### src/timer_pulse_unit_pkg.sv
// Constants, types and helpers for the six-channel timer pulse unit
package timer_pulse_unit_pkg;
    localparam int NCH  = 6;
    localparam int NGR  = 4;
    localparam int NPIN = NCH * NGR;
    localparam int CW   = 16;
    localparam int PW   = 12;
    // Register slots that exist (index = channel * 4 + register)
    localparam logic [NPIN-1:0] GR_VALID = 24'h33_f33f;
    localparam logic [NCH-1:0]  PHASE_CH = 6'h36;
    localparam logic [NCH-1:0]  CASC_CH  = 6'h12;
    localparam logic [NCH-1:0]  BUF_CH   = 6'h09;
    // Address fields: group in bits 8:6, word index in bits 5:2
    localparam logic [2:0] GRP_GLOBAL = 3'h0;
    localparam logic [3:0] IDX_STOP   = 4'h0;
    localparam logic [3:0] IDX_START  = 4'h1;
    localparam logic [3:0] IDX_SYNC   = 4'h2;
    localparam logic [3:0] IDX_CFG    = 4'h0;
    localparam logic [3:0] IDX_IOC    = 4'h1;
    localparam logic [3:0] IDX_STAT   = 4'h2;
    localparam logic [3:0] IDX_CNT    = 4'h3;
    localparam logic [3:0] IDX_GR     = 4'h4;
    // Channel configuration fields
    localparam int CFG_CLK  = 0;
    localparam int CFG_EXT  = 3;
    localparam int CFG_CLR  = 5;
    localparam int CFG_MODE = 8;
    localparam int CFG_PH   = 10;
    localparam int CFG_BUF  = 12;
    localparam int CFG_CASC = 14;
    // Per-register control nibble
    localparam int IO_CAP  = 0;
    localparam int IO_ACT  = 1;
    localparam int IO_INIT = 3;
    // Status bits
    localparam int FLG_OVF = 4;
    localparam int FLG_UNF = 5;
    localparam logic [2:0]    CLK_EXT  = 3'h7;
    localparam logic [2:0]    CLR_NONE = 3'h0;
    localparam logic [2:0]    CLR_LAST = 3'h4;
    localparam logic [1:0]    ACT_NONE = 2'h0;
    localparam logic [1:0]    ACT_LOW  = 2'h1;
    localparam logic [1:0]    ACT_HIGH = 2'h2;
    localparam logic [CW-1:0] CNT_MAX  = 16'hffff;
    localparam logic [CW-1:0] CNT_MIN  = 16'h0000;
    localparam logic [PW-1:0] PRE_ALL  = 12'hfff;
    localparam logic          STOP_RST = 1'b1;

    typedef enum logic [1:0] {MODE_NORMAL, MODE_PWM1, MODE_PWM2, MODE_PHASE} mode_t;

    // Tick of the clock divided by 4 to the power sel
    function automatic logic div_tick(input logic [PW-1:0] pre, input logic [2:0] sel);
        logic [PW-1:0] mask;
        mask = ~(PRE_ALL << {sel, 1'b0});
        return &(pre | ~mask);
    endfunction : div_tick

    function automatic logic act_apply(input logic cur, input logic [1:0] act);
        return (act == ACT_NONE) ? cur : (act == ACT_LOW) ? 1'b0 : (act == ACT_HIGH) ? 1'b1 : ~cur;
    endfunction : act_apply

    // Returns {up, down} for the two phase inputs and their previous levels
    function automatic logic [1:0] phase_step(input logic [1:0] v, input logic a,
                                              input logic b, input logic ap, input logic bp);
        logic ar;
        logic af;
        logic br;
        logic bf;
        ar = a & ~ap;
        af = ~a & ap;
        br = b & ~bp;
        bf = ~b & bp;
        case (v)
            2'h0:    return {(a & br) | (~a & bf) | (ar & ~b) | (af & b),
                             (a & bf) | (~a & br) | (ar & b) | (af & ~b)};
            2'h1:    return {af & b, af & ~b};
            2'h2:    return {af & b, a & bf};
            default: return {(a & br) | (~a & bf), (a & bf) | (~a & br)};
        endcase
    endfunction : phase_step
endpackage : timer_pulse_unit_pkg

### src/timer_pulse_unit.sv
// Six-channel 16-bit timer pulse unit with an AHB-Lite register slave
// Contract
// - Six independent channels, each with its own 16-bit counter.
// - Sixteen general registers; four on channels 0 and 3, two elsewhere.
// - Counter clock is one of seven prescaler taps or an external clock pin.
// - Compare match drives its pin low, high or toggles it.
// - Capture copies the counter on rising, falling or both pin edges.
// - Compare match or capture may clear the counter for cyclic counting.
// - Counter counts up: free running, cyclic or on external events.
// - Writing a synchronized counter writes all synchronized counters together.
// - Any clear on a synchronized channel clears all synchronized counters.
// - Buffered compare match reloads the target from its buffer register.
// - Buffered capture moves the old target value into the buffer.
// - First PWM mode pairs registers first/second and third/fourth.
// - Second PWM mode uses one period register, others as duty registers.
// - Channels 1, 2, 4, 5 count up/down from two-phase inputs, four variants.
// - Channel 1 or 4 counts overflow/underflow of channel 2 or 5.
// - Cascaded capture stores upper half in channel 1, lower in channel 2.
// - Twenty-six independent capture/compare, overflow and underflow requests.
// - Only capture/compare events request transfer controller service.
// - Channels 0 to 3 capture/compare events drive pulse pattern triggers.
// - Each channel's first register event is a converter start trigger.
// - Unit starts in module stop; registers inaccessible until released.
//
// Our own choices: the AHB-Lite slave port and the placing of the registers.
`timescale 1ns/1ps
module timer_pulse_unit (
    // Clock and reset
    input  wire logic                                  hclk,
    input  wire logic                                  hresetn,
    // AHB-Lite slave
    input  wire logic                                  hsel,
    input  wire logic [31:0]                           haddr,
    input  wire logic [1:0]                            htrans,
    input  wire logic                                  hwrite,
    input  wire logic [2:0]                            hsize,
    input  wire logic [31:0]                           hwdata,
    input  wire logic                                  hready,
    output logic                                       hreadyout,
    output logic                                       hresp,
    output logic [31:0]                                hrdata,
    // External clock pins
    input  wire logic                                  ext_clock_in_a,
    input  wire logic                                  ext_clock_in_b,
    input  wire logic                                  ext_clock_in_c,
    input  wire logic                                  ext_clock_in_d,
    // Timer I/O pins, index channel * 4 + register
    input  wire logic [timer_pulse_unit_pkg::NPIN-1:0] timer_io_pin_in,
    output logic [timer_pulse_unit_pkg::NPIN-1:0]      timer_io_pin_out,
    output logic [timer_pulse_unit_pkg::NPIN-1:0]      timer_io_pin_oe,
    // Requests and triggers
    output logic [timer_pulse_unit_pkg::NPIN-1:0]      capcmp_irq,
    output logic [timer_pulse_unit_pkg::NCH-1:0]       overflow_irq,
    output logic [timer_pulse_unit_pkg::NCH-1:0]       underflow_irq,
    output logic [timer_pulse_unit_pkg::NPIN-1:0]      xfer_req,
    output logic [15:0]                                pulse_pattern_trig,
    output logic [timer_pulse_unit_pkg::NCH-1:0]       adc_start_trig
);
    import timer_pulse_unit_pkg::*;
    logic [NPIN-1:0] pin_s1_ff, pin_s2_ff, pin_s3_ff;
    logic [3:0]      ext_s1_ff, ext_s2_ff, ext_s3_ff;
    logic [PW-1:0]   pre_ff;
    logic            stop_ff, wr_pend_ff, hreadyout_ff, hresp_ff;
    logic [NCH-1:0]  start_ff, sync_ff, ovf_flag_ff, unf_flag_ff, nxt_ovf, nxt_unf, adc_ff;
    logic [CW-1:0]   cnt_ff [NCH], nxt_cnt [NCH];
    logic [CW-1:0]   gr_ff [NPIN], nxt_gr [NPIN];
    logic [15:0]     cfg_ff [NCH], ioc_ff [NCH];
    logic [NPIN-1:0] cc_flag_ff, nxt_cc, pin_out_ff, pin_oe_ff, nxt_pin, nxt_oe, xfer_ff;
    logic [15:0]     pattern_ff;
    logic [8:0]      wa_ff;
    logic [31:0]     hrdata_ff, rd_word;
    // Bus decode
    wire             in_range = (haddr[31:9] == 23'h00_0000);
    wire             addr_take = hsel & htrans[1] & hready & in_range;
    wire [2:0]       w_grp = wa_ff[8:6];
    wire [3:0]       w_idx = wa_ff[5:2];
    wire [2:0]       r_grp = haddr[8:6];
    wire [3:0]       r_idx = haddr[5:2];
    wire             w_glob = wr_pend_ff & (w_grp == GRP_GLOBAL);
    wire             wr_stop = w_glob & (w_idx == IDX_STOP);
    wire             wr_start = w_glob & ~stop_ff & (w_idx == IDX_START);
    wire             wr_sync = w_glob & ~stop_ff & (w_idx == IDX_SYNC);
    wire [3:0]       ext_raw = {ext_clock_in_d, ext_clock_in_c, ext_clock_in_b, ext_clock_in_a};
    wire [NCH-1:0]   wr_ch, wr_cnt, up_w, dn_w, ovf_w, unf_w, clr_src_w;
    wire [NPIN-1:0]  cap_w, mat_w, gwr_w;
    for (genvar c = 0; c < NCH; c++) begin : g_ch
        mode_t     md;
        wire       run = start_ff[c] & ~stop_ff;
        wire [2:0] ck = cfg_ff[c][CFG_CLK +: 3];
        wire [1:0] es = cfg_ff[c][CFG_EXT +: 2];
        wire [2:0] cs = cfg_ff[c][CFG_CLR +: 3];
        wire       erise = ext_s2_ff[es] & ~ext_s3_ff[es];
        wire       base = (ck == CLK_EXT) ? erise : div_tick(pre_ff, ck);
        wire [3:0] ev = cap_w[c*NGR +: NGR] | mat_w[c*NGR +: NGR];
        assign md = mode_t'(cfg_ff[c][CFG_MODE +: 2]);
        assign wr_ch[c] = wr_pend_ff & ~stop_ff & (w_grp == 3'(c + 1));
        assign wr_cnt[c] = wr_ch[c] & (w_idx == IDX_CNT);
        if (PHASE_CH[c]) begin : g_ph
            localparam int PA = (c == 2 || c == 4) ? 2 : 0;
            wire [1:0] ph = phase_step(cfg_ff[c][CFG_PH +: 2], ext_s2_ff[PA], ext_s2_ff[PA+1],
                                       ext_s3_ff[PA], ext_s3_ff[PA+1]);
            wire       phm = (md == MODE_PHASE);
            if (CASC_CH[c]) begin : g_cs
                wire casc = cfg_ff[c][CFG_CASC];
                // Upper half follows the lower channel's wrap
                assign up_w[c] = run & (phm ? ph[1] : casc ? ovf_w[c+1] : base);
                assign dn_w[c] = run & (phm ? ph[0] : casc & unf_w[c+1]);
            end else begin : g_nc
                assign up_w[c] = run & (phm ? ph[1] : base);
                assign dn_w[c] = run & phm & ph[0];
            end
        end else begin : g_up
            assign up_w[c] = run & base;
            assign dn_w[c] = 1'b0;
        end
        assign ovf_w[c] = up_w[c] & (cnt_ff[c] == CNT_MAX);
        assign unf_w[c] = dn_w[c] & (cnt_ff[c] == CNT_MIN);
        // Clear source picks register 1..4 of this channel
        assign clr_src_w[c] = (cs != CLR_NONE) & (cs <= CLR_LAST) & ev[2'(cs - 3'h1)];
        for (genvar k = 0; k < NGR; k++) begin : g_gr
            localparam int I = c * NGR + k;
            wire [3:0] io = ioc_ff[c][k*4 +: 4];
            wire       rise = pin_s2_ff[I] & ~pin_s3_ff[I];
            wire       fall = ~pin_s2_ff[I] & pin_s3_ff[I];
            if (GR_VALID[I]) begin : g_v
                assign cap_w[I] = ~stop_ff & io[IO_CAP]
                                  & ((io[IO_ACT] & rise) | (io[IO_ACT+1] & fall));
                assign mat_w[I] = ~io[IO_CAP] & (up_w[c] | dn_w[c]) & (cnt_ff[c] == gr_ff[I]);
                assign gwr_w[I] = wr_ch[c] & (w_idx == IDX_GR + 4'(k));
            end else begin : g_n
                assign cap_w[I] = 1'b0;
                assign mat_w[I] = 1'b0;
                assign gwr_w[I] = 1'b0;
            end
        end
    end

    wire [NPIN-1:0] ev_w = cap_w | mat_w;
    wire            sync_clr = |(clr_src_w & sync_ff);
    wire [NCH-1:0]  clr_w = clr_src_w | (sync_ff & {NCH{sync_clr}});
    wire            sync_wr = |(wr_cnt & sync_ff);
    wire [NCH-1:0]  cnt_ld = wr_cnt | (sync_ff & {NCH{sync_wr}});
    // Counters and general registers
    always_comb begin
        for (int c = 0; c < NCH; c++) begin
            if (cnt_ld[c]) begin
                nxt_cnt[c] = hwdata[CW-1:0];
            end else if (clr_w[c]) begin
                nxt_cnt[c] = CNT_MIN;
            end else if (up_w[c]) begin
                nxt_cnt[c] = cnt_ff[c] + 16'h0001;
            end else if (dn_w[c]) begin
                nxt_cnt[c] = cnt_ff[c] - 16'h0001;
            end else begin
                nxt_cnt[c] = cnt_ff[c];
            end
        end
        for (int i = 0; i < NPIN; i++) begin
            if (gwr_w[i]) begin
                nxt_gr[i] = hwdata[CW-1:0];
            end else if (cap_w[i]) begin
                nxt_gr[i] = cnt_ff[i/NGR];
            end else begin
                nxt_gr[i] = gr_ff[i];
            end
        end
        for (int c = 0; c < NCH; c++) begin
            for (int k = 0; k < 2; k++) begin
                if (BUF_CH[c] && cfg_ff[c][CFG_BUF+k]) begin
                    if (mat_w[c*NGR+k] && !gwr_w[c*NGR+k]) begin
                        nxt_gr[c*NGR+k] = gr_ff[c*NGR+k+2];
                    end
                    if (cap_w[c*NGR+k] && !gwr_w[c*NGR+k+2]) begin
                        nxt_gr[c*NGR+k+2] = gr_ff[c*NGR+k];
                    end
                end
            end
        end
    end
    // Request flags; a new event wins over a software clear
    always_comb begin
        nxt_cc = cc_flag_ff;
        nxt_ovf = ovf_flag_ff;
        nxt_unf = unf_flag_ff;
        for (int c = 0; c < NCH; c++) begin
            if (wr_ch[c] && w_idx == IDX_STAT) begin
                nxt_cc[c*NGR +: NGR] = cc_flag_ff[c*NGR +: NGR] & ~hwdata[NGR-1:0];
                nxt_ovf[c] = ovf_flag_ff[c] & ~hwdata[FLG_OVF];
                nxt_unf[c] = unf_flag_ff[c] & ~hwdata[FLG_UNF];
            end
        end
        nxt_cc = nxt_cc | ev_w;
        nxt_ovf = nxt_ovf | ovf_w;
        nxt_unf = nxt_unf | unf_w;
    end
    // Pin waveform
    always_comb begin
        logic [3:0] io;
        logic [3:0] io2;
        mode_t      md;
        int         c;
        int         k;
        io = 4'h0;
        io2 = 4'h0;
        md = MODE_NORMAL;
        c = 0;
        k = 0;
        nxt_pin = pin_out_ff;
        nxt_oe = '0;
        for (int i = 0; i < NPIN; i++) begin
            c = i / NGR;
            k = i % NGR;
            io = ioc_ff[c][k*4 +: 4];
            io2 = ioc_ff[c][(k|1)*4 +: 4];
            md = mode_t'(cfg_ff[c][CFG_MODE +: 2]);
            if (!start_ff[c]) begin
                nxt_pin[i] = io[IO_INIT];
            end else if (md == MODE_PWM1) begin
                // Even pin set by its own match, reset by its partner
                if (k % 2 == 0 && mat_w[i]) begin
                    nxt_pin[i] = act_apply(pin_out_ff[i], io[IO_ACT +: 2]);
                end
                if (k % 2 == 0 && mat_w[c*NGR+(k|1)]) begin
                    nxt_pin[i] = act_apply(pin_out_ff[i], io2[IO_ACT +: 2]);
                end
            end else if (md == MODE_PWM2 && clr_w[c]) begin
                nxt_pin[i] = io[IO_INIT];
            end else if (mat_w[i]) begin
                nxt_pin[i] = act_apply(pin_out_ff[i], io[IO_ACT +: 2]);
            end
            if (GR_VALID[i] && !io[IO_CAP]) begin
                case (md)
                    MODE_PWM1: nxt_oe[i] = (k % 2 == 0);
                    MODE_PWM2: nxt_oe[i] = (3'(k + 1) != cfg_ff[c][CFG_CLR +: 3]);
                    default:   nxt_oe[i] = (io[IO_ACT +: 2] != ACT_NONE);
                endcase
            end
        end
    end
    // Register read mux; all but the stop register blocked while in module stop
    always_comb begin
        int rc;
        rc = 32'(r_grp) - 1;
        rd_word = 32'h0000_0000;
        if (r_grp == GRP_GLOBAL) begin
            case (r_idx)
                IDX_STOP:  rd_word[0] = stop_ff;
                IDX_START: rd_word[NCH-1:0] = stop_ff ? '0 : start_ff;
                IDX_SYNC:  rd_word[NCH-1:0] = stop_ff ? '0 : sync_ff;
                default:   rd_word = 32'h0000_0000;
            endcase
        end else if (!stop_ff && rc < NCH) begin
            case (r_idx)
                IDX_CFG:  rd_word[15:0] = cfg_ff[rc];
                IDX_IOC:  rd_word[15:0] = ioc_ff[rc];
                IDX_STAT: rd_word[5:0] = {unf_flag_ff[rc], ovf_flag_ff[rc],
                                          cc_flag_ff[rc*NGR +: NGR]};
                IDX_CNT:  rd_word[CW-1:0] = cnt_ff[rc];
                default: begin
                    if (r_idx >= IDX_GR && r_idx < IDX_GR + 4'(NGR)
                        && GR_VALID[rc*NGR + 32'(r_idx - IDX_GR)]) begin
                        rd_word[CW-1:0] = gr_ff[rc*NGR + 32'(r_idx - IDX_GR)];
                    end
                end
            endcase
        end
    end

    // Pin synchronisers and prescaler
    always_ff @(posedge hclk or negedge hresetn) begin
        if (!hresetn) begin
            pin_s1_ff <= '0;
            pin_s2_ff <= '0;
            pin_s3_ff <= '0;
            ext_s1_ff <= 4'h0;
            ext_s2_ff <= 4'h0;
            ext_s3_ff <= 4'h0;
            pre_ff <= '0;
        end else begin
            pin_s1_ff <= timer_io_pin_in;
            pin_s2_ff <= pin_s1_ff;
            pin_s3_ff <= pin_s2_ff;
            ext_s1_ff <= ext_raw;
            ext_s2_ff <= ext_s1_ff;
            ext_s3_ff <= ext_s2_ff;
            pre_ff <= stop_ff ? '0 : pre_ff + 12'h001;
        end
    end

    // Zero-wait AHB-Lite slave, always OKAY
    always_ff @(posedge hclk or negedge hresetn) begin
        if (!hresetn) begin
            wr_pend_ff <= 1'b0;
            wa_ff <= '0;
            hrdata_ff <= 32'h0000_0000;
            hreadyout_ff <= 1'b1;
            hresp_ff <= 1'b0;
        end else begin
            wr_pend_ff <= addr_take & hwrite;
            wa_ff <= haddr[8:0];
            hrdata_ff <= (addr_take & ~hwrite) ? rd_word : 32'h0000_0000;
            hreadyout_ff <= 1'b1;
            hresp_ff <= 1'b0;
        end
    end

    // Global control
    always_ff @(posedge hclk or negedge hresetn) begin
        if (!hresetn) begin
            stop_ff <= STOP_RST;
            start_ff <= '0;
            sync_ff <= '0;
        end else begin
            if (wr_stop) stop_ff <= hwdata[0];
            if (wr_start) start_ff <= hwdata[NCH-1:0];
            if (wr_sync) sync_ff <= hwdata[NCH-1:0];
        end
    end

    // Channel state and outputs
    always_ff @(posedge hclk or negedge hresetn) begin
        if (!hresetn) begin
            cnt_ff <= '{default: '0};
            gr_ff <= '{default: CNT_MAX};
            cfg_ff <= '{default: '0};
            ioc_ff <= '{default: '0};
            cc_flag_ff <= '0;
            ovf_flag_ff <= '0;
            unf_flag_ff <= '0;
            pin_out_ff <= '0;
            pin_oe_ff <= '0;
            xfer_ff <= '0;
            pattern_ff <= 16'h0000;
            adc_ff <= '0;
        end else begin
            cnt_ff <= nxt_cnt;
            gr_ff <= nxt_gr;
            for (int c = 0; c < NCH; c++) begin
                if (wr_ch[c] && w_idx == IDX_CFG) cfg_ff[c] <= hwdata[15:0];
                if (wr_ch[c] && w_idx == IDX_IOC) ioc_ff[c] <= hwdata[15:0];
                adc_ff[c] <= ev_w[c*NGR];
            end
            cc_flag_ff <= nxt_cc;
            ovf_flag_ff <= nxt_ovf;
            unf_flag_ff <= nxt_unf;
            pin_out_ff <= nxt_pin;
            pin_oe_ff <= nxt_oe;
            xfer_ff <= ev_w;
            pattern_ff <= ev_w[15:0];
        end
    end

    assign hreadyout = hreadyout_ff;
    assign hresp = hresp_ff;
    assign hrdata = hrdata_ff;
    assign timer_io_pin_out = pin_out_ff;
    assign timer_io_pin_oe = pin_oe_ff;
    assign capcmp_irq = cc_flag_ff;
    assign overflow_irq = ovf_flag_ff;
    assign underflow_irq = unf_flag_ff;
    assign xfer_req = xfer_ff;
    assign pulse_pattern_trig = pattern_ff;
    assign adc_start_trig = adc_ff;
endmodule : timer_pulse_unit

### config.mk
export PLATFORM = sky130hd
export DESIGN_NAME = timer_pulse_unit
export DESIGN_NICKNAME = d
export VERILOG_FILES = /design/src/timer_pulse_unit_pkg.sv /design/src/timer_pulse_unit.sv
export SDC_FILE = /design/constraint.sdc
export NUM_CORES = 2
export LEC_CHECK = 0
export ABC_AREA = 1
export BUFFER_PORTS_ARGS = -buffer_cell sky130_fd_sc_hd__buf_2
export CELL_PAD_IN_SITES_DETAIL_PLACEMENT = 0
export CELL_PAD_IN_SITES_GLOBAL_PLACEMENT = 1
export CORE_MARGIN = 3
export CORE_UTILIZATION = 50
export CTS_CLUSTER_DIAMETER = 80
export CTS_CLUSTER_SIZE = 14
export DETAILED_ROUTE_END_ITERATION = 10
export HOLD_SLACK_MARGIN = 0.03
export PLACE_DENSITY = 0.93
export REMOVE_ABC_BUFFERS = 1
export SETUP_SLACK_MARGIN = 0.3
export SLEW_MARGIN = 20
export SYNTH_ARGS = -nofsm -noshare
export SYNTH_HDL_FRONTEND = slang
export SYNTH_SLANG_ARGS = --single-unit
### constraint.sdc
create_clock -name hclk -period 9.32 [get_ports hclk]
set_clock_uncertainty 0.1 [all_clocks]
set_input_delay 0.466 -clock hclk [delete_from_list [all_inputs] [get_ports hclk]]
set_output_delay 0.466 -clock hclk [all_outputs]
set_load 0.02 [all_outputs]
Word level (Yosys, flattened, before mapping)
Memories as Yosys holds them, arrays and structs flattened. Cells that the tools add are included.

Reductions and logical operators: 129. Divide/modulo/power cells: 0. Shift-type cells: 7. Bitwise logic cells: 408. Equal/unequal tests: 150. Multiply operators: 0. Multiplexer cells: 372. Order comparisons: 25. $add $sub $neg: 20.

Operator list (count): $mux W16 (82); $eq A16 B16 Y1 (16); $and A1 B1 Y1 (251); $mux W1 (233); $bmux W16 S3 (3); $not A12 Y12 (12); $add A16 B1 Y16 const B (6); $eq A16 B16 Y1 const B (6); $not A1 Y1 (82); $bmux W16 S5 (1); $or A12 B12 Y12 (6); $reduce_and A12 Y1 (6); $shl A12 B4 Y12 const A (6); $logic_not A16 Y1 (4); $sub A16 B1 Y16 const B (4); $eq A2 B2 Y1 const B (30); $eq A2 B1 Y1 const B (26); $reduce_bool A2 Y1 (24); $logic_not A2 Y1 (20); $pmux W10 S4 (1); $bmux W1 S2 (18); $lt A2 B3 Y1 const B (12); $logic_and A1 B1 Y1 (35); $ge A33 B6 Y1 const B (1); 56 further kinds (226).

Bits in latches: 0. Memories kept: 1. Logic and storage cells: 1186. Bits in writable memories: 0. Flip-flop bits (word level): 793. Input bits: 102. Output and inout port bits: 164. ROM bits: 32.

Memories: (no name shown) (depth 32, bits a word 1, read ports 1, clocked after memory_dff 0, write ports 0, line timer_pulse_unit.sv:261) `&& GR_VALID[rc*NGR + 32'(r_idx - IDX_GR)]) begin`.

Depth between registers and ports, before layout
Depth after elaboration: 28. Depth in mapped cells: 28. Gate-level depth less buffers: 28.

Least setup slack after synthesis
Ideal clock, no wire load.

Path type: input to register. From: input haddr[6]. To: register hrdata_ff[2], in the netlist hrdata[2]. Stages on the path: 19. Library setup time: 0.104 ns. Data arrival time: 4.389 ns. Path slack: 4.727 ns. Required time: 9.116 ns. Path buffers: 6. Path through: inv_1 -> clkbuf_1 -> clkbuf_1 -> clkbuf_1 -> ha_1 -> clkbuf_1 -> clkinv_1 -> clkbuf_1 -> buf_1 -> fa_1 -> nor2_1 -> inv_1 -> nand2_1 -> nand2_1 -> nand2_1 -> nand2_1 -> o31ai_1 -> o311ai_0 -> a221oi_1.

Word-level cells in the longest chain between the ends: 11. Elaborated cells on any way between the ends: 28. Classes of those cells: add/sub (2); order compare (1); shift (1); mux (18); bitwise (2); reduce/logical (3); memory (1).

Ends and longest elaborated chain: start, declared (line timer_pulse_unit.sv:33) `input wire logic [31:0] haddr,`; $sub A3 B1 Y4 (line timer_pulse_unit.sv:243) `rc = 32'(r_grp) - 1;`; $add A6 B5 Y7 (line timer_pulse_unit.sv:261, timer_pulse_unit.sv:262); $not A32 Y33 (not written as such) (line timer_pulse_unit.sv:262) `rd_word[CW-1:0] = gr_ff[rc*NGR + 32'(r_idx - IDX_GR)];`; $bmux W16 S5 (line timer_pulse_unit.sv:262); $mux W16 (not written as such) (2 in series) (line timer_pulse_unit.sv:262); $mux W16 (line timer_pulse_unit.sv:260) `if (r_idx >= IDX_GR && r_idx < IDX_GR + 4'(NGR)`; $pmux W6 S4 (line timer_pulse_unit.sv:253) `case (r_idx)`; $mux W16 (line timer_pulse_unit.sv:252) `end else if (!stop_ff && rc < NCH) begin`; $mux W16 (*) (line timer_pulse_unit.sv:245) `if (r_grp == GRP_GLOBAL) begin`; $mux W16 (*) (line timer_pulse_unit.sv:301) `hrdata_ff <= (addr_take & ~hwrite) ? rd_word : 32'h0000_0000;`; end signal, assigned (line timer_pulse_unit.sv:301); end, declared (line timer_pulse_unit.sv:71) `logic [31:0] hrdata_ff, rd_word;`.

Every way passes the cells marked *; elsewhere a longest branch is shown, timed or not. The select of a mux whose other input is x is not followed. A chain may end at the register's enable or synchronous reset.

Worst setup path after layout
Same ends and word-level chain as after synthesis.

==> impl.org <==
** Clock tree
- Hold buffer count at cts :: 28
- In this run the post-CTS setup repair buffer count came out at 0.
- Clock Tree Root :: sky130_fd_sc_hd__clkbuf_16
- Maximum count of clock buffers along a single path :: 3
- The clock net in this run drives a total of between 700 and 800 sinks.
- Worst-Skew Late Latency :: 0.74 ns
- CTS built an H-tree with a depth of 2.
- TritonCTS clock tree :: done
- Number of buffers inserted during clock tree synthesis :: 61
- Clock-pin slew was measured on the worst setup and hold paths at roughly 0.070 ns.
- Once the clock tree was built, the resizer swapped 0 gates to a different size.

** Die
- From left edge to right edge, the die measures ~310 microns.
- Core region area :: just over 90,000 sq um
- The die covers ~98,000 sq um.
- Die outline height :: 313 microns
- The initialized floorplan defines 112 standard-cell rows.
- Top-Level Pins :: 266
- For this configuration, the core starts out at a cell density of between 50% and 60%.

** Worst setup path
- Along the worst path, the maximum fanout reaches 66.
- Critical Path Start Type :: input port
- The critical path contains buffers and inverters numbering 4 combined.
- The slowest stage of the critical path belongs to the cell sky130_fd_sc_hd__nor2_1.
- Crit path largest cell delay :: ~0.80 ns
- Traced cell by cell, the critical path runs through buf_4 > clkinv_2 > ha_2 > inv_2 > fa_1 > nor2_1 > inv_1 > nand2_1 > nand2_1 > nand2_1 > nand2_1 > o31ai_1 > o311ai_0 > a221oi_1.
- In this design, the largest share of critical-path delay is due to simple AND/OR/NAND/NOR gates.
- Required arrival time at the worst endpoint :: between 9 and 10 ns
- STA classifies the critical path endpoint as a flip-flop.
- Kind of critical path :: input port to flip-flop
- For the worst setup path, the data arrival time is between 5 and 6 ns.
- Most used cell along the critical path :: sky130_fd_sc_hd__nand2_1

** Timing
- In the final timing run, aggregate negative setup slack is 0 ns.
- Setup violations remaining at the end of the flow were counted as 0.
- Worst slew margin relative to its limit :: between 15 and 20%
- Measured slew at the worst slew-check pin :: about 1.2 ns
- Setup repair after global routing missed its margin :: false
- Final critical delay including setup and external delays :: 5.17 ns
- The final number of max-transition violations was 0.
- Derived from the worst setup path, the maximum achievable clock frequency is roughly 190 MHz.
- Share of the clock period used by the worst path after layout :: roughly 56%
- The number of hold violations in the final report came to 0.

** Pwr
- Power density over cell area :: around 130 nW/um^2
- Part of the total power dissipated in combinational logic :: roughly a tenth
- Worst VDD drop :: ~0.15 mV
- Internal power of the cells :: 4690 uW
- Summed over all nets, the switching power comes to around 1800 uW.
- Reg power frac :: about half
- Sw Share :: between 20% and 30%
- Leak Pwr :: approximately 0.024 uW
- The clock network burns around two fifths of the power.
- Total design power :: 6540 uW

** Yosys
- For this run, the register share of the synthesized area comes to around two fifths.
- Count of different cell masters after synthesis :: 71
- Post-Synthesis Cells :: about 6,200
- Number of flops mapped to enable cells by yosys :: 0
- The synthesized design contains 745 register bits.
- Number of warnings issued by yosys :: 0
- Mean area per synthesized cell :: 7.65 sq um
- Counting flops with an async set or reset pin after synthesis yields a share of 100%.
- Netlist area before placement :: approximately 47,000 sq um
- For this run, the leading register cell type out of synthesis is sky130_fd_sc_hd__dfrtp_1.

** Place
- Quantity of I/O buffers inserted on ports :: 197
- At the end of routability-driven placement, the weighted congestion stood at between 1 and 1.5.
- HPWL reported at the end of detailed placement :: approximately 140 mm

** Drt
- Detailed-route vias per instance :: between 6 and 7
- Highest Signal Layer :: met5
- In this run the remaining antenna-violating nets after routing total 0.
- Sum of routed wire length over all layers :: about 200 mm
- Wire segments on met2 add up to ~85 mm in the final route.
- For this run, the detailed router's first-pass iteration total came to 7.
- Residual DRC count :: 0
- Summed over all nets, wire length on met3 after detailed routing comes to about 29 mm.
- Iter 0 DRT Violations :: 7,123
- In the final routing, the length of wire on met1 measures a little under 80 mm.
- Detailed routing inserted a total of ~48,000 vias.
- Dividing the detail-routed wire length by the instance count gives 27.5 microns.

** Layout
- Post-layout net count :: approximately 6,400
- Fraction of layout instances using a drive strength above 1 :: about an eighth
- Final core utilization :: a little over half
- Compared with the post-synthesis result, the final layout area differs by 7.65%.
- Multi-input gate area in the final layout :: ~24,000 sq um
- The filler cells instantiated in the layout total about 9,000.
- Commonest non-fill, non-tap cell in the layout :: sky130_fd_sc_hd__nand2_1
- Summing all flip-flop and latch instances after layout gives about 19,000 sq um.
- In the layout the commonest cells are sky130_fd_sc_hd__nand2_1 (1,145), sky130_fd_sc_hd__o21ai_0 (722), sky130_fd_sc_hd__inv_1 (616).

** GRT
- Global-route wire length before repair :: 297 mm
- Number of global-route vias before repair :: 44,200
- Initial antenna violation count :: 7
- The total overflow left after global routing is 0.
- Overall global routing resource usage :: ~40%
- Entering global routing, the biggest net connects roughly 160 pins.

** Status
- The run finished with clean final reports.

** Worst hold path
- HP Class :: input port to flip-flop

** Job
- Max Cap Viol :: 0
==> flip-flops by register name (all words and copies together), names as in the netlist, 5 cells and up <==
| name | cells |
|---|---|
| start_ff | 6 |
| timer_io_pin_out | 24 |
| pin_s3_ff | 16 |
| timer_io_pin_oe | 16 |
| pin_s1_ff | 16 |
| cnt_ff | 96 |
| underflow_irq | 6 |
| sync_ff | 6 |
| pin_s2_ff | 16 |
| cfg_ff | 96 |
| pulse_pattern_trig | 7 |
| g_ch.g_gr.io | 96 |
| gr_ff | 256 |
| wa_ff | 7 |
| pre_ff | 12 |
| capcmp_irq | 24 |
| hrdata | 16 |
| adc_start_trig | 5 |
| overflow_irq | 6 |
==> cell usage after synthesis (13+ instances only) <==
master / count / share of area (%)
sky130_fd_sc_hd__o221ai_1: 122 / 2.3
sky130_fd_sc_hd__o21ai_0: 722 / 7.7
sky130_fd_sc_hd__buf_4: 59 / 0.94
sky130_fd_sc_hd__mux2i_1: 16 / 0.34
sky130_fd_sc_hd__nand2_2: 35 / 0.46
sky130_fd_sc_hd__o21ai_1: 44 / 0.47
sky130_fd_sc_hd__o31ai_1: 15 / 0.24
sky130_fd_sc_hd__nor3_1: 89 / 0.94
sky130_fd_sc_hd__a211oi_1: 30 / 0.48
sky130_fd_sc_hd__nand3_1: 246 / 2.6
sky130_fd_sc_hd__dfrtp_1: 488 / 26
sky130_fd_sc_hd__o211ai_1: 49 / 0.78
sky130_fd_sc_hd__inv_2: 34 / 0.27
sky130_fd_sc_hd__a21o_1: 13 / 0.21
sky130_fd_sc_hd__buf_1: 15 / 0.12
sky130_fd_sc_hd__nor4_1: 35 / 0.46
sky130_fd_sc_hd__o22ai_1: 224 / 3.0
sky130_fd_sc_hd__a31oi_1: 28 / 0.37
sky130_fd_sc_hd__xor2_1: 122 / 2.3
sky130_fd_sc_hd__buf_2: 37 / 0.39
sky130_fd_sc_hd__a221oi_1: 30 / 0.56
sky130_fd_sc_hd__a22oi_1: 24 / 0.38
sky130_fd_sc_hd__dfstp_2: 257 / 14
sky130_fd_sc_hd__xnor2_1: 57 / 1.1
sky130_fd_sc_hd__inv_1: 626 / 5.0
sky130_fd_sc_hd__o2111ai_1: 85 / 1.6
sky130_fd_sc_hd__nor2_1: 372 / 3.0
sky130_fd_sc_hd__nand4_1: 58 / 0.77
sky130_fd_sc_hd__a311oi_1: 15 / 0.28
sky130_fd_sc_hd__clkbuf_1: 300 / 2.4
sky130_fd_sc_hd__nand2_1: 1151 / 9.2
sky130_fd_sc_hd__ha_1: 103 / 2.7
sky130_fd_sc_hd__o21ai_2: 48 / 0.89
sky130_fd_sc_hd__a21oi_1: 488 / 5.2
==> per-layer routing <==
layer  GRT usage [%]  up-vias
li1                -    21200
met4            23.1       10
met2            57.9     3249
met3            13.0      661
met1            54.0    23200
met5               0        -
==> worst min-delay path: stages <==
cell	delay (ns)
sky130_fd_sc_hd__buf_2	0.08
sky130_fd_sc_hd__nor4_1	0.03
sky130_fd_sc_hd__and3_1	0.14
sky130_fd_sc_hd__nand2_1	0.06
sky130_fd_sc_hd__nor2_1	0.04
==> logic make-up (layout without fill, tap and decap cells) <==
| family | after synthesis | count (layout) | share of synthesized area (%) |
|---|---|---|---|
| AND/OR/NAND/NOR | 2038 | 2038 | 18.5 |
| AO/OA/AOI/OAI | 1988 | 1988 | 25.3 |
| buffers and inverters | 1093 | 1089 | 9.42 |
| flip-flops | 745 | 745 | 40.2 |
| XOR/XNOR | 179 | 179 | 3.32 |
| adder cells (fa/ha/maj) | 108 | 108 | 2.94 |
| multiplexers | 16 | 16 | 0.339 |
| other | 2 | 39 | 0.0159 |
==> power by group through the flow <==
stage | Sequential (uW) | Clock [uW] | Combinational [uW]
CTS | 3260 | 2630 | 607
global route | 3260 | 2750 | 654
detailed placement | 3320 | 0 | 596
floorplan | 3320 | 0 | 242
global placement | 3320 | 0 | 593
finish | 3260 | 2630 | 639
==> metrics by stage <==
step	worst slack (ns)	cell area (sq um)	hold WS, ns	instances
6_report	4.15	50800	0.0522	7456
5_1_grt	4.02	50800	0.0656	7455
4_1_cts	4.39	50800	0.0325	7455
3_5_place_dp	3.79	48700	0.236	7315
3_3_place_gp	3.84	48700	0.233	7315
2_1_floorplan	1.56	45400	0.0704	5784
==> cell type report <==
type / instances / area share [%]
inverter: 672 / 4.97
tap: 1254 / 3.09
antenna: 1 / 0.00492
timing repair buffer: 305 / 3.75
clock inverter: 8 / 0.145
clock buffer: 104 / 3.48
multi-input combinational: 4367 / 47.2
sequential: 745 / 37.3
==> final timing paths <==
kind                            slack, ns  cells after the start          from               endpoint
worst max-delay path                 4.15                     14      haddr[6]              hrdata[2]
worst min-delay path                 0.05                      5     haddr[20]             wr_pend_ff
worst max register to register       4.19                     12    cnt_ff[35]             gr_ff[164]
worst min register to register       0.25                      0  pin_s1_ff[0]           pin_s2_ff[0]
max in group asynchronous            6.52                      4       hresetn  g_ch[5].g_gr[1].io[0]
min in group asynchronous            0.27                      2       hresetn           pin_s2_ff[1]
Power figures use the tool's default switching activity.
